File: src/msj_pkg.sv
// Shared constants and types for the multi-speed and jog selector
package msj_pkg;
  localparam int FREQ_W    = 16;
  localparam int NUM_SLOTS = 16;
  localparam int IDX_W     = 4;
  localparam int NUM_TERMS = 7;
  localparam int FUNC_W    = 8;
  localparam int TSEL_W    = 3;
  // Frequencies in units of 0.01 Hz
  localparam logic [FREQ_W-1:0] JOG_FREQ_MAX   = 16'h03e7;
  localparam logic [FREQ_W-1:0] FREQ_MAX_RESET = 16'h1388;
  // Terminal function codes
  localparam logic [FUNC_W-1:0] FN_FWD  = 8'h00;
  localparam logic [FUNC_W-1:0] FN_REV  = 8'h01;
  localparam logic [FUNC_W-1:0] FN_SEL0 = 8'h02;
  localparam logic [FUNC_W-1:0] FN_JOG  = 8'h06;
  localparam logic [FUNC_W-1:0] FN_NONE = 8'hff;
  localparam logic [1:0] RUN_SRC_TERMINAL = 2'h1;
  localparam logic [2:0] JOG_STOP_FIRST_INVALID = 3'h3;
  localparam logic [2:0] JOG_STOP_LAST  = 3'h5;
  // Wishbone register offsets (byte addresses)
  localparam logic [7:0] REG_CTRL      = 8'h00;
  localparam logic [7:0] REG_FREQ_SET  = 8'h04;
  localparam logic [7:0] REG_JOG_FREQ  = 8'h08;
  localparam logic [7:0] REG_START_F   = 8'h0c;
  localparam logic [7:0] REG_MAX_F     = 8'h10;
  localparam logic [7:0] REG_EDIT      = 8'h14;
  localparam logic [7:0] REG_STATUS    = 8'h18;
  localparam logic [7:0] REG_OUT_FREQ  = 8'h1c;
  localparam logic [7:0] REG_TERM_LO   = 8'h20;
  localparam logic [7:0] REG_TERM_HI   = 8'h24;
  localparam logic [7:0] REG_SLOT_BASE = 8'h40;
  // Control register fields
  localparam int CTRL_RUN_SRC_LSB  = 0;
  localparam int CTRL_STOP_MODE_LSB = 4;
  localparam int CTRL_STORE_BIT    = 8;
  localparam int CTRL_KEY_RUN_BIT  = 9;
  typedef enum logic [1:0] {
    MSJ_STOP = 2'b00,
    MSJ_RUN  = 2'b01,
    MSJ_JOG  = 2'b11
  } msj_state_t;
endpackage

File: src/msj_sync.sv
// Two-flop synchroniser for a bank of terminal inputs
`timescale 1ns/10ps
`default_nettype none
module msj_sync #(
  parameter int W = 7
) (
  input  wire logic         clk_i,
  input  wire logic         rst_i,
  input  wire logic [W-1:0] async_i,
  output logic      [W-1:0] sync_o
);
  logic [W-1:0] stage1;

  always_ff @(posedge clk_i) begin
    if (rst_i) begin
      stage1 <= '0;
      sync_o <= '0;
    end else begin
      stage1 <= async_i;
      sync_o <= stage1;
    end
  end
endmodule
`default_nettype wire

File: src/msj_term_map.sv
// Maps terminal function codes onto decoded command signals
`timescale 1ns/10ps
`default_nettype none
module msj_term_map
  import msj_pkg::*;
(
  input  wire logic [msj_pkg::NUM_TERMS-1:0]             term_i,
  input  wire logic [msj_pkg::NUM_TERMS*msj_pkg::FUNC_W-1:0] func_i,
  output logic      [msj_pkg::IDX_W-1:0]                 speed_idx_o,
  output logic                                           jog_request_o,
  output logic                                           forward_run_input_o,
  output logic                                           reverse_run_input_o
);
  // True when a terminal carries the given function and is active
  function automatic logic term_has(input logic [NUM_TERMS-1:0] t,
                                    input logic [NUM_TERMS*FUNC_W-1:0] f,
                                    input logic [FUNC_W-1:0] code);
    logic hit;
    hit = 1'b0;
    for (int i = 0; i < NUM_TERMS; i++) begin
      if (t[i] && f[i*FUNC_W +: FUNC_W] == code) begin
        hit = 1'b1;
      end
    end
    return hit;
  endfunction

  genvar b;
  generate
    for (b = 0; b < IDX_W; b++) begin : g_bit
      assign speed_idx_o[b] = term_has(term_i, func_i, FN_SEL0 + FUNC_W'(b));
    end
  endgenerate

  assign jog_request_o       = term_has(term_i, func_i, FN_JOG);
  assign forward_run_input_o = term_has(term_i, func_i, FN_FWD);
  assign reverse_run_input_o = term_has(term_i, func_i, FN_REV);
endmodule
`default_nettype wire

File: src/msj_selector.sv
// Multi-speed and jog frequency reference selector with Wishbone registers
`timescale 1ns/10ps
`default_nettype none
module msj_selector
  import msj_pkg::*;
(
  input  wire logic                          clk_i,
  input  wire logic                          rst_i,
  input  wire logic [msj_pkg::NUM_TERMS-1:0] term_i,
  input  wire logic                          wb_cyc_i,
  input  wire logic                          wb_stb_i,
  input  wire logic                          wb_we_i,
  input  wire logic [7:0]                    wb_adr_i,
  input  wire logic [3:0]                    wb_sel_i,
  input  wire logic [31:0]                   wb_dat_i,
  output logic      [31:0]                   wb_dat_o,
  output logic                               wb_ack_o,
  output logic      [msj_pkg::FREQ_W-1:0]    freq_ref_o,
  output logic                               run_o,
  output logic                               reverse_o,
  output logic                               jog_active_o,
  output logic                               no_ramp_o,
  output logic      [1:0]                    stop_kind_o
);
  import msj_pkg::*;

  logic [NUM_TERMS-1:0]        term_sync;
  logic [IDX_W-1:0]            speed_idx;
  logic                        jog_request;
  logic                        forward_run_input;
  logic                        reverse_run_input;
  logic [FREQ_W-1:0]           slot_mem [NUM_SLOTS];
  logic [FREQ_W-1:0]           frequency_setting_param;
  logic [FREQ_W-1:0]           jog_frequency_param;
  logic [FREQ_W-1:0]           start_freq;
  logic [FREQ_W-1:0]           max_freq;
  logic [FREQ_W-1:0]           edit_value;
  logic [1:0]                  run_source_param;
  logic [2:0]                  jog_stop_mode_param;
  logic                        key_run;
  logic [NUM_TERMS*FUNC_W-1:0] term_func;
  msj_state_t                  state;
  msj_state_t                  next_state;
  logic [FREQ_W-1:0]           next_freq_ref;
  logic [FREQ_W-1:0]           sel_freq;
  logic [FREQ_W-1:0]           jog_freq_lim;
  logic                        run_cmd;
  logic                        jog_ok;
  logic                        wb_req;
  logic                        wr_en;
  logic                        store_pulse;

  msj_sync #(.W(NUM_TERMS)) u_sync (
    .clk_i   (clk_i),
    .rst_i   (rst_i),
    .async_i (term_i),
    .sync_o  (term_sync)
  );

  msj_term_map u_map (
    .term_i              (term_sync),
    .func_i              (term_func),
    .speed_idx_o         (speed_idx),
    .jog_request_o       (jog_request),
    .forward_run_input_o (forward_run_input),
    .reverse_run_input_o (reverse_run_input)
  );

  function automatic logic [FREQ_W-1:0] clamp(input logic [FREQ_W-1:0] v,
                                              input logic [FREQ_W-1:0] lim);
    return (v > lim) ? lim : v;
  endfunction

  function automatic logic [FREQ_W-1:0] merge(input logic [FREQ_W-1:0] old,
                                              input logic [31:0] d,
                                              input logic [3:0] sel);
    logic [FREQ_W-1:0] r;
    r = old;
    if (sel[0]) r[7:0] = d[7:0];
    if (sel[1]) r[15:8] = d[15:8];
    return r;
  endfunction

  assign wb_req = wb_cyc_i && wb_stb_i && !wb_ack_o;
  assign wr_en  = wb_req && wb_we_i;
  // store only on explicit store action
  assign store_pulse = wr_en && wb_adr_i == REG_CTRL && wb_sel_i[1] &&
                       wb_dat_i[CTRL_STORE_BIT];

  // run direction; both active means stop
  // keypad run honoured only in terminal mode
  assign run_cmd = (forward_run_input ^ reverse_run_input) ||
                   (key_run && run_source_param == RUN_SRC_TERMINAL);

  assign jog_freq_lim = clamp(jog_frequency_param, JOG_FREQ_MAX);
  // jog suppressed when zero or under start frequency
  assign jog_ok = jog_request && jog_freq_lim != '0 && jog_freq_lim >= start_freq;

  assign sel_freq = clamp((speed_idx == '0) ? frequency_setting_param
                                            : slot_mem[speed_idx], max_freq);

  // jog entry allowed during run only for modes 00..02
  always_comb begin
    next_state = state;
    case (state)
      MSJ_STOP: begin
        if (run_cmd && jog_ok) begin
          next_state = MSJ_JOG;
        end else if (run_cmd) begin
          next_state = MSJ_RUN;
        end
      end
      MSJ_RUN: begin
        if (!run_cmd) begin
          next_state = MSJ_STOP;
        end else if (jog_ok && jog_stop_mode_param < JOG_STOP_FIRST_INVALID) begin
          next_state = MSJ_JOG;
        end
      end
      MSJ_JOG: begin
        if (!run_cmd) begin
          next_state = MSJ_STOP;
        end else if (!jog_ok) begin
          next_state = MSJ_RUN;
        end
      end
      default: next_state = MSJ_STOP;
    endcase
  end

  // reference follows selection, jog with no ramp
  always_comb begin
    case (next_state)
      MSJ_JOG: next_freq_ref = jog_freq_lim;
      MSJ_RUN: next_freq_ref = sel_freq;
      default: next_freq_ref = '0;
    endcase
  end

  always_ff @(posedge clk_i) begin
    if (rst_i) begin
      state        <= MSJ_STOP;
      freq_ref_o   <= '0;
      run_o        <= 1'b0;
      reverse_o    <= 1'b0;
      jog_active_o <= 1'b0;
      no_ramp_o    <= 1'b0;
    end else begin
      state        <= next_state;
      freq_ref_o   <= next_freq_ref;
      run_o        <= next_state != MSJ_STOP;
      reverse_o    <= reverse_run_input && !forward_run_input;
      jog_active_o <= next_state == MSJ_JOG;
      no_ramp_o    <= next_state == MSJ_JOG;
    end
  end

  // stop kind: 0 free-run, 1 decelerate, 2 DC brake
  always_ff @(posedge clk_i) begin
    if (rst_i) begin
      stop_kind_o <= 2'h1;
    end else if (state == MSJ_JOG) begin
      stop_kind_o <= (jog_stop_mode_param >= JOG_STOP_FIRST_INVALID) ?
                     2'(jog_stop_mode_param - JOG_STOP_FIRST_INVALID) :
                     2'(jog_stop_mode_param);
    end else if (state == MSJ_RUN) begin
      stop_kind_o <= 2'h1;
    end
  end

  // slot storage; store only while stopped, into selected slot
  always_ff @(posedge clk_i) begin
    if (rst_i) begin
      for (int i = 0; i < NUM_SLOTS; i++) begin
        slot_mem[i] <= '0;
      end
    end else if (wr_en && wb_adr_i >= REG_SLOT_BASE &&
                 wb_adr_i < REG_SLOT_BASE + 8'(NUM_SLOTS * 4)) begin
      slot_mem[wb_adr_i[5:2]] <= merge(slot_mem[wb_adr_i[5:2]], wb_dat_i, wb_sel_i);
    end else if (store_pulse && state == MSJ_STOP && speed_idx != '0) begin
      slot_mem[speed_idx] <= edit_value;
    end
  end

  // Parameter registers
  always_ff @(posedge clk_i) begin
    if (rst_i) begin
      frequency_setting_param <= '0;
      jog_frequency_param     <= '0;
      start_freq              <= '0;
      max_freq                <= FREQ_MAX_RESET;
      edit_value              <= '0;
    end else if (wr_en) begin
      case (wb_adr_i)
        REG_FREQ_SET: frequency_setting_param <= merge(frequency_setting_param,
                                                       wb_dat_i, wb_sel_i);
        REG_JOG_FREQ: jog_frequency_param <= merge(jog_frequency_param, wb_dat_i, wb_sel_i);
        REG_START_F:  start_freq <= merge(start_freq, wb_dat_i, wb_sel_i);
        REG_MAX_F:    max_freq <= merge(max_freq, wb_dat_i, wb_sel_i);
        REG_EDIT:     edit_value <= merge(edit_value, wb_dat_i, wb_sel_i);
        default: ;
      endcase
    end else if (store_pulse && state == MSJ_STOP && speed_idx == '0) begin
      // index zero store never lands here: store_pulse implies wr_en, taken above
      frequency_setting_param <= edit_value;
    end
  end

  // Control register and terminal function map
  always_ff @(posedge clk_i) begin
    if (rst_i) begin
      run_source_param    <= RUN_SRC_TERMINAL;
      jog_stop_mode_param <= '0;
      key_run             <= 1'b0;
      for (int i = 0; i < NUM_TERMS; i++) begin
        term_func[i*FUNC_W +: FUNC_W] <= (i < 6) ? FUNC_W'(i) : FN_NONE;
      end
    end else if (wr_en) begin
      if (wb_adr_i == REG_CTRL && wb_sel_i[0]) begin
        run_source_param <= wb_dat_i[CTRL_RUN_SRC_LSB +: 2];
        if (wb_dat_i[CTRL_STOP_MODE_LSB +: 3] <= JOG_STOP_LAST) begin
          jog_stop_mode_param <= wb_dat_i[CTRL_STOP_MODE_LSB +: 3];
        end
      end
      if (wb_adr_i == REG_CTRL && wb_sel_i[1]) begin
        key_run <= wb_dat_i[CTRL_KEY_RUN_BIT];
      end
      if (wb_adr_i == REG_TERM_LO) begin
        for (int i = 0; i < 4; i++) begin
          if (wb_sel_i[i]) term_func[i*FUNC_W +: FUNC_W] <= wb_dat_i[i*8 +: 8];
        end
      end
      if (wb_adr_i == REG_TERM_HI) begin
        for (int i = 0; i < 3; i++) begin
          if (wb_sel_i[i]) term_func[(i+4)*FUNC_W +: FUNC_W] <= wb_dat_i[i*8 +: 8];
        end
      end
    end
  end

  // Bus read and single-cycle acknowledge
  always_ff @(posedge clk_i) begin
    if (rst_i) begin
      wb_ack_o <= 1'b0;
      wb_dat_o <= '0;
    end else begin
      wb_ack_o <= wb_req;
      if (wb_req && !wb_we_i) begin
        wb_dat_o <= '0;
        if (wb_adr_i >= REG_SLOT_BASE && wb_adr_i < REG_SLOT_BASE + 8'(NUM_SLOTS * 4)) begin
          wb_dat_o <= {16'h0000, slot_mem[wb_adr_i[5:2]]};
        end else begin
          case (wb_adr_i)
            REG_CTRL:     wb_dat_o <= {22'h000000, key_run, 1'b0, 1'b0,
                                       jog_stop_mode_param, 2'h0, run_source_param};
            REG_FREQ_SET: wb_dat_o <= {16'h0000, frequency_setting_param};
            REG_JOG_FREQ: wb_dat_o <= {16'h0000, jog_frequency_param};
            REG_START_F:  wb_dat_o <= {16'h0000, start_freq};
            REG_MAX_F:    wb_dat_o <= {16'h0000, max_freq};
            REG_EDIT:     wb_dat_o <= {16'h0000, edit_value};
            // selected slot shown; output monitor beside it
            REG_STATUS:   wb_dat_o <= {sel_freq, 8'h00, 1'b0, state, jog_request,
                                       speed_idx};
            REG_OUT_FREQ: wb_dat_o <= {16'h0000, freq_ref_o};
            REG_TERM_LO:  wb_dat_o <= term_func[31:0];
            REG_TERM_HI:  wb_dat_o <= {8'h00, term_func[55:32]};
            default:      wb_dat_o <= '0;
          endcase
        end
      end
    end
  end
endmodule
`default_nettype wire

File: config.mk
export PLATFORM = sky130hd
export DESIGN_NAME = msj_selector
export DESIGN_NICKNAME = d
export VERILOG_FILES = /design/src/msj_pkg.sv /design/src/msj_sync.sv /design/src/msj_term_map.sv /design/src/msj_selector.sv
export SDC_FILE = /design/constraint.sdc
export NUM_CORES = 1
export LEC_CHECK = 0
export BUFFER_PORTS_ARGS = -buffer_cell sky130_fd_sc_hd__buf_4
export CAP_MARGIN = 20
export CORE_MARGIN = 10
export CORE_UTILIZATION = 50
export CTS_CLUSTER_SIZE = 16
export DETAILED_ROUTE_END_ITERATION = 7
export PLACE_DENSITY = 0.67
export SETUP_SLACK_MARGIN = 0.3
export SLEW_MARGIN = 10
export SYNTH_ARGS = -nofsm -noshare
export SYNTH_HDL_FRONTEND = slang
export SYNTH_HIERARCHICAL = 1
export SYNTH_SLANG_ARGS = --single-unit
export TNS_END_PERCENT = 20
File: constraint.sdc
create_clock -name clk_i -period 5.8 [get_ports clk_i]
set_clock_uncertainty 0.1 [all_clocks]
set_input_delay 0.29 -clock clk_i [delete_from_list [all_inputs] [get_ports clk_i]]
set_output_delay 0.29 -clock clk_i [all_outputs]
set_load 0.1 [all_outputs]
==> results.json <==
{
  "grt_pass1_wl_um": 130900,
  "clk_latency_ns": 0.62,
  "p_comb_share_pct": 12.2,
  "diodes": 0,
  "root_buffer": "clkbuf_16",
  "core_area_um2": 48850,
  "portBuffers": 110,
  "clock-sinks": 468,
  "num-fill-cells": 4114,
  "cts_buffer_depth": 3,
  "die_y_um": 241.9,
  "ff2ff_setup_slack_ns": 0.44,
  "leakagePower_nw": 10.15,
  "tritoncts": "built",
  "pwr-share-clk_pct": 43.6,
  "p_switching_mw": 2.116,
  "synth_warnings": 6,
  "synth_edf_count": 256,
  "synth_cell_types": 86,
  "synth-simple-area-share_pct": 17.37,
  "rows": 81,
  "whs_ns": 0.04006,
  "dp_hpwl_um": 61120,
  "register_area_um2": 11930,
  "ys_seq_elements": 468,
  "switching_share_pct": 25.82,
  "dieArea_um2": 58510,
  "tightestPinTransition_ns": 1.115,
  "gp_congestion": 0.9804,
  "avgSynthCellArea_um2": 10.67,
  "preCtsSetupSlack_ns": 0.1286,
  "crit_top_cell": "buf_4",
  "synth-compound-area-share_pct": 12.13,
  "setup_violations": 0,
  "first_global_vias": 19656,
  "syn2layout_area_growth_pct": 16.16,
  "finalCritPeriodShare_pct": 92.34,
  "rsz0062_at_grt": "false",
  "syn_area_um2": 24620,
  "worst_slack_ns": 0.4443,
  "synth_fa_ha_area_share_pct": 1.728,
  "async_flop_share_pct": 0,
  "crit_fanout": 20,
  "path_cells": "or4_1 -> nor4_2 -> a31oi_1 -> nand3_4 -> buf_16 -> mux4_2 -> a22oi_1 -> o21ai_0 -> ha_1 -> nand4_1 -> buf_4 -> a21oi_2 -> buf_4 -> o31a_1 -> buf_12 -> o221ai_1 -> a221oi_1",
  "layout_min_cycle_time_ns": 5.356,
  "seq_area_frac_synth_pct": 48.47,
  "start_util_pct": 50.39,
  "syn_inst": 2306,
  "p_per_area_nw_per_um2": 286.5,
  "synth_top_family_by_area": "simple AND/OR/NAND/NOR gates",
  "cp_slowest_stage_delay_ns": 0.68,
  "crit_required_ns": 6.19,
  "slew_headroom_pct": 25.52,
  "drcViolationCount": 0,
  "io_pins": 111,
  "worstSetupPathType": "reg -> reg",
  "synthXorXnorAreaFrac_pct": 0,
  "final_nets": 2516,
  "vias": 20659,
  "first_iter_violations": 3097,
  "crit_path_end_kind": "flip-flop",
  "irDropWorstVdd_uv": 274.2,
  "synth_mux_area_share_pct": 15.79,
  "ys.flop_type": "edfxtp_1",
  "reg2reg_depth": 17,
  "drv_cap": 0,
  "r2r_start": "term_func[11]$_SDFFE_PP0P_",
  "slew_viol_final": 0,
  "synth_area_leaders": "edfxtp_1 (31%), dfxtp_1 (17%), mux4_2 (11%), nor2_1 (5.6%), nand2_1 (4.1%)",
  "p_seq_share_pct": 44.2,
  "slowest_stage": "or4_1",
  "hold_depth": 2,
  "fin_setup_tns_ns": 0,
  "hp-class": "in -> reg",
  "internal_power_mw": 6.078,
  "start_kind": "flip-flop",
  "outcome": "finished clean",
  "worst_ep_arrival_time_ns": 5.75,
  "synth_top_cell_by_area": "edfxtp_1",
  "wl_um": 88770,
  "drive_gt1_share_pct": 20.06,
  "grt_util_all_layers_pct": 29.25,
  "numCtsBuffers": 52,
  "min_to": "edit_value[0]$_SDFFE_PP0P_",
  "holdCritStartpoint": "rst_i",
  "first_pass_iters": 5,
  "htreeDepth": 2,
  "multi_input_area_um2": 11790,
  "vias_per_cell": 6.598,
  "grt_max_degree": 87,
  "r2r-end": "wb_dat_o[29]$_SDFFE_PP0P_",
  "wl_per_cell_um": 28.35,
  "grt_antenna_before_repair": 0,
  "ant_nets": 0,
  "max_freq_mhz": 186.7,
  "grt_overflow": 0,
  "fp.dieW_um": 241.9,
  "synth_top_area_share_pct": 31.23,
  "clk_pin_slew_worst_paths_ns": 0.07,
  "hold_viol": 0
}
==> layer usage <==
layer  vias to the layer above  routed length (um)  track usage [%]
li1                       8806                   -                -
met1                     10188               34160            38.27
met2                      1409               40940            46.27
met3                       256                8788            5.004
met4                         0                4878            14.83
met5                         -                   0                0
==> per-stage QoR <==
step / cells / utilization, % / instance area (um2) / total power [mW]
finish: 3131 / 58.54 / 28590 / 8.193
CTS: 3126 / 58.16 / 28410 / 8.167
detailed placement: 2986 / 53.44 / 26110 / 4.594
global route: 3131 / 58.54 / 28590 / 8.400
global placement: 2984 / 53.37 / 26070 / 4.583
floorplan: 2311 / - / 24630 / 4.282
==> how the worst max path moves through the flow <==
stage,endpoint,from,depth (start not counted)
final,wb_dat_o[29]$_SDFFE_PP0P_,term_func[11]$_SDFFE_PP0P_,17
after floorplan,wb_dat_o[24]$_SDFFE_PP0P_,term_func[29]$_SDFFE_PP0P_,19
after detailed placement,freq_ref_o[6]$_SDFF_PP0_,term_func[29]$_SDFFE_PP0P_,16
after CTS,wb_dat_o[24]$_SDFFE_PP0P_,term_func[45]$_SDFFE_PP0P_,17
after global routing,wb_dat_o[25]$_SDFFE_PP0P_,term_func[51]$_SDFFE_PP1P_,17
after global placement,wb_dat_o[21]$_SDFFE_PP0P_,term_func[29]$_SDFFE_PP0P_,16
==> power groups by stage <==
stage	registers [mW]	logic [mW]	clock network, mW
after floorplan	3.74	0.539	0
after global placement	3.68	0.902	0
after detailed placement	3.69	0.908	0
after CTS	3.62	0.958	3.59
after global routing	3.62	1.04	3.73
final	3.62	1.00	3.57
==> registers in the layout (all words and copies together), names as in the netlist, 16 cells and up <==
name,count
max_freq,16
edit_value,16
slot_mem,256
freq_ref_o,16
frequency_setting_param,16
wb_dat_o,32
start_freq,16
term_func,56
jog_frequency_param,16
==> cell usage after synthesis (16+ instances only) <==
| master | n |
|---|---|
| a211oi_1 | 20 |
| a21oi_1 | 124 |
| a22oi_1 | 39 |
| a31oi_1 | 16 |
| buf_2 | 24 |
| buf_4 | 31 |
| clkbuf_1 | 89 |
| dfxtp_1 | 212 |
| edfxtp_1 | 256 |
| ha_1 | 34 |
| inv_1 | 54 |
| mux2i_1 | 97 |
| mux4_2 | 125 |
| nand2_1 | 268 |
| nand2b_1 | 29 |
| nand3_1 | 70 |
| nand3b_1 | 22 |
| nor2_1 | 368 |
| nor2b_1 | 19 |
| nor3_1 | 29 |
| nor4_1 | 20 |
| o21ai_0 | 41 |
| o22ai_1 | 42 |
==> logic make-up (layout without fill, tap and decap cells) <==
kind of cell,after synthesis,in the layout
flops,468,468
other cells,1,6
compound gates,418,419
simple gates,924,924
mux,231,231
buf+inv,230,385
fa+ha+maj,34,34
==> area by class of cell <==
class	count	area share, %
flip-flops and latches	468	41.73
well taps	664	2.905
repair buffers	236	7.040
clock inverters	32	1.562
clock buffers	63	4.835
multi-input cells	1614	41.22
inverters	54	0.7088
==> placed cells by master (no fill, tap or decap), drive strengths merged, types with 39 or more instances in the layout <==
cell / Yosys / layout
nor2: 370 / 370
buf: 81 / 194
dlygate4sd3: 0 / 41
clkbuf: 94 / 64
mux2i: 97 / 97
mux4: 125 / 125
a21oi: 132 / 132
nand3: 71 / 71
o22ai: 42 / 42
a22oi: 39 / 39
edfxtp: 256 / 256
dfxtp: 212 / 212
o21ai: 43 / 43
nand2: 275 / 275
inv: 54 / 55
==> critical path, delay by kind of cell, from the launching register on <==
| kind | cells | cell delay (ns) |
|---|---|---|
| mux | 1 | 0.52 |
| flops | 1 | 0.33 |
| compound gates | 7 | 1.65 |
| simple gates | 4 | 1.43 |
| buf+inv | 4 | 0.87 |
| fa+ha+maj | 1 | 0.33 |
==> repair_timing <==
item / in CTS / in global routing
resized for setup: 2 / 26
hold endpoints to repair: 138 / 0
setup endpoints to repair: 23 / 30
pin swaps: 1 / 3
cloned: 1 / 1
buffers inserted: 3 / 3
hold buffers: 41 / 0
Power figures use the tool's default switching activity.
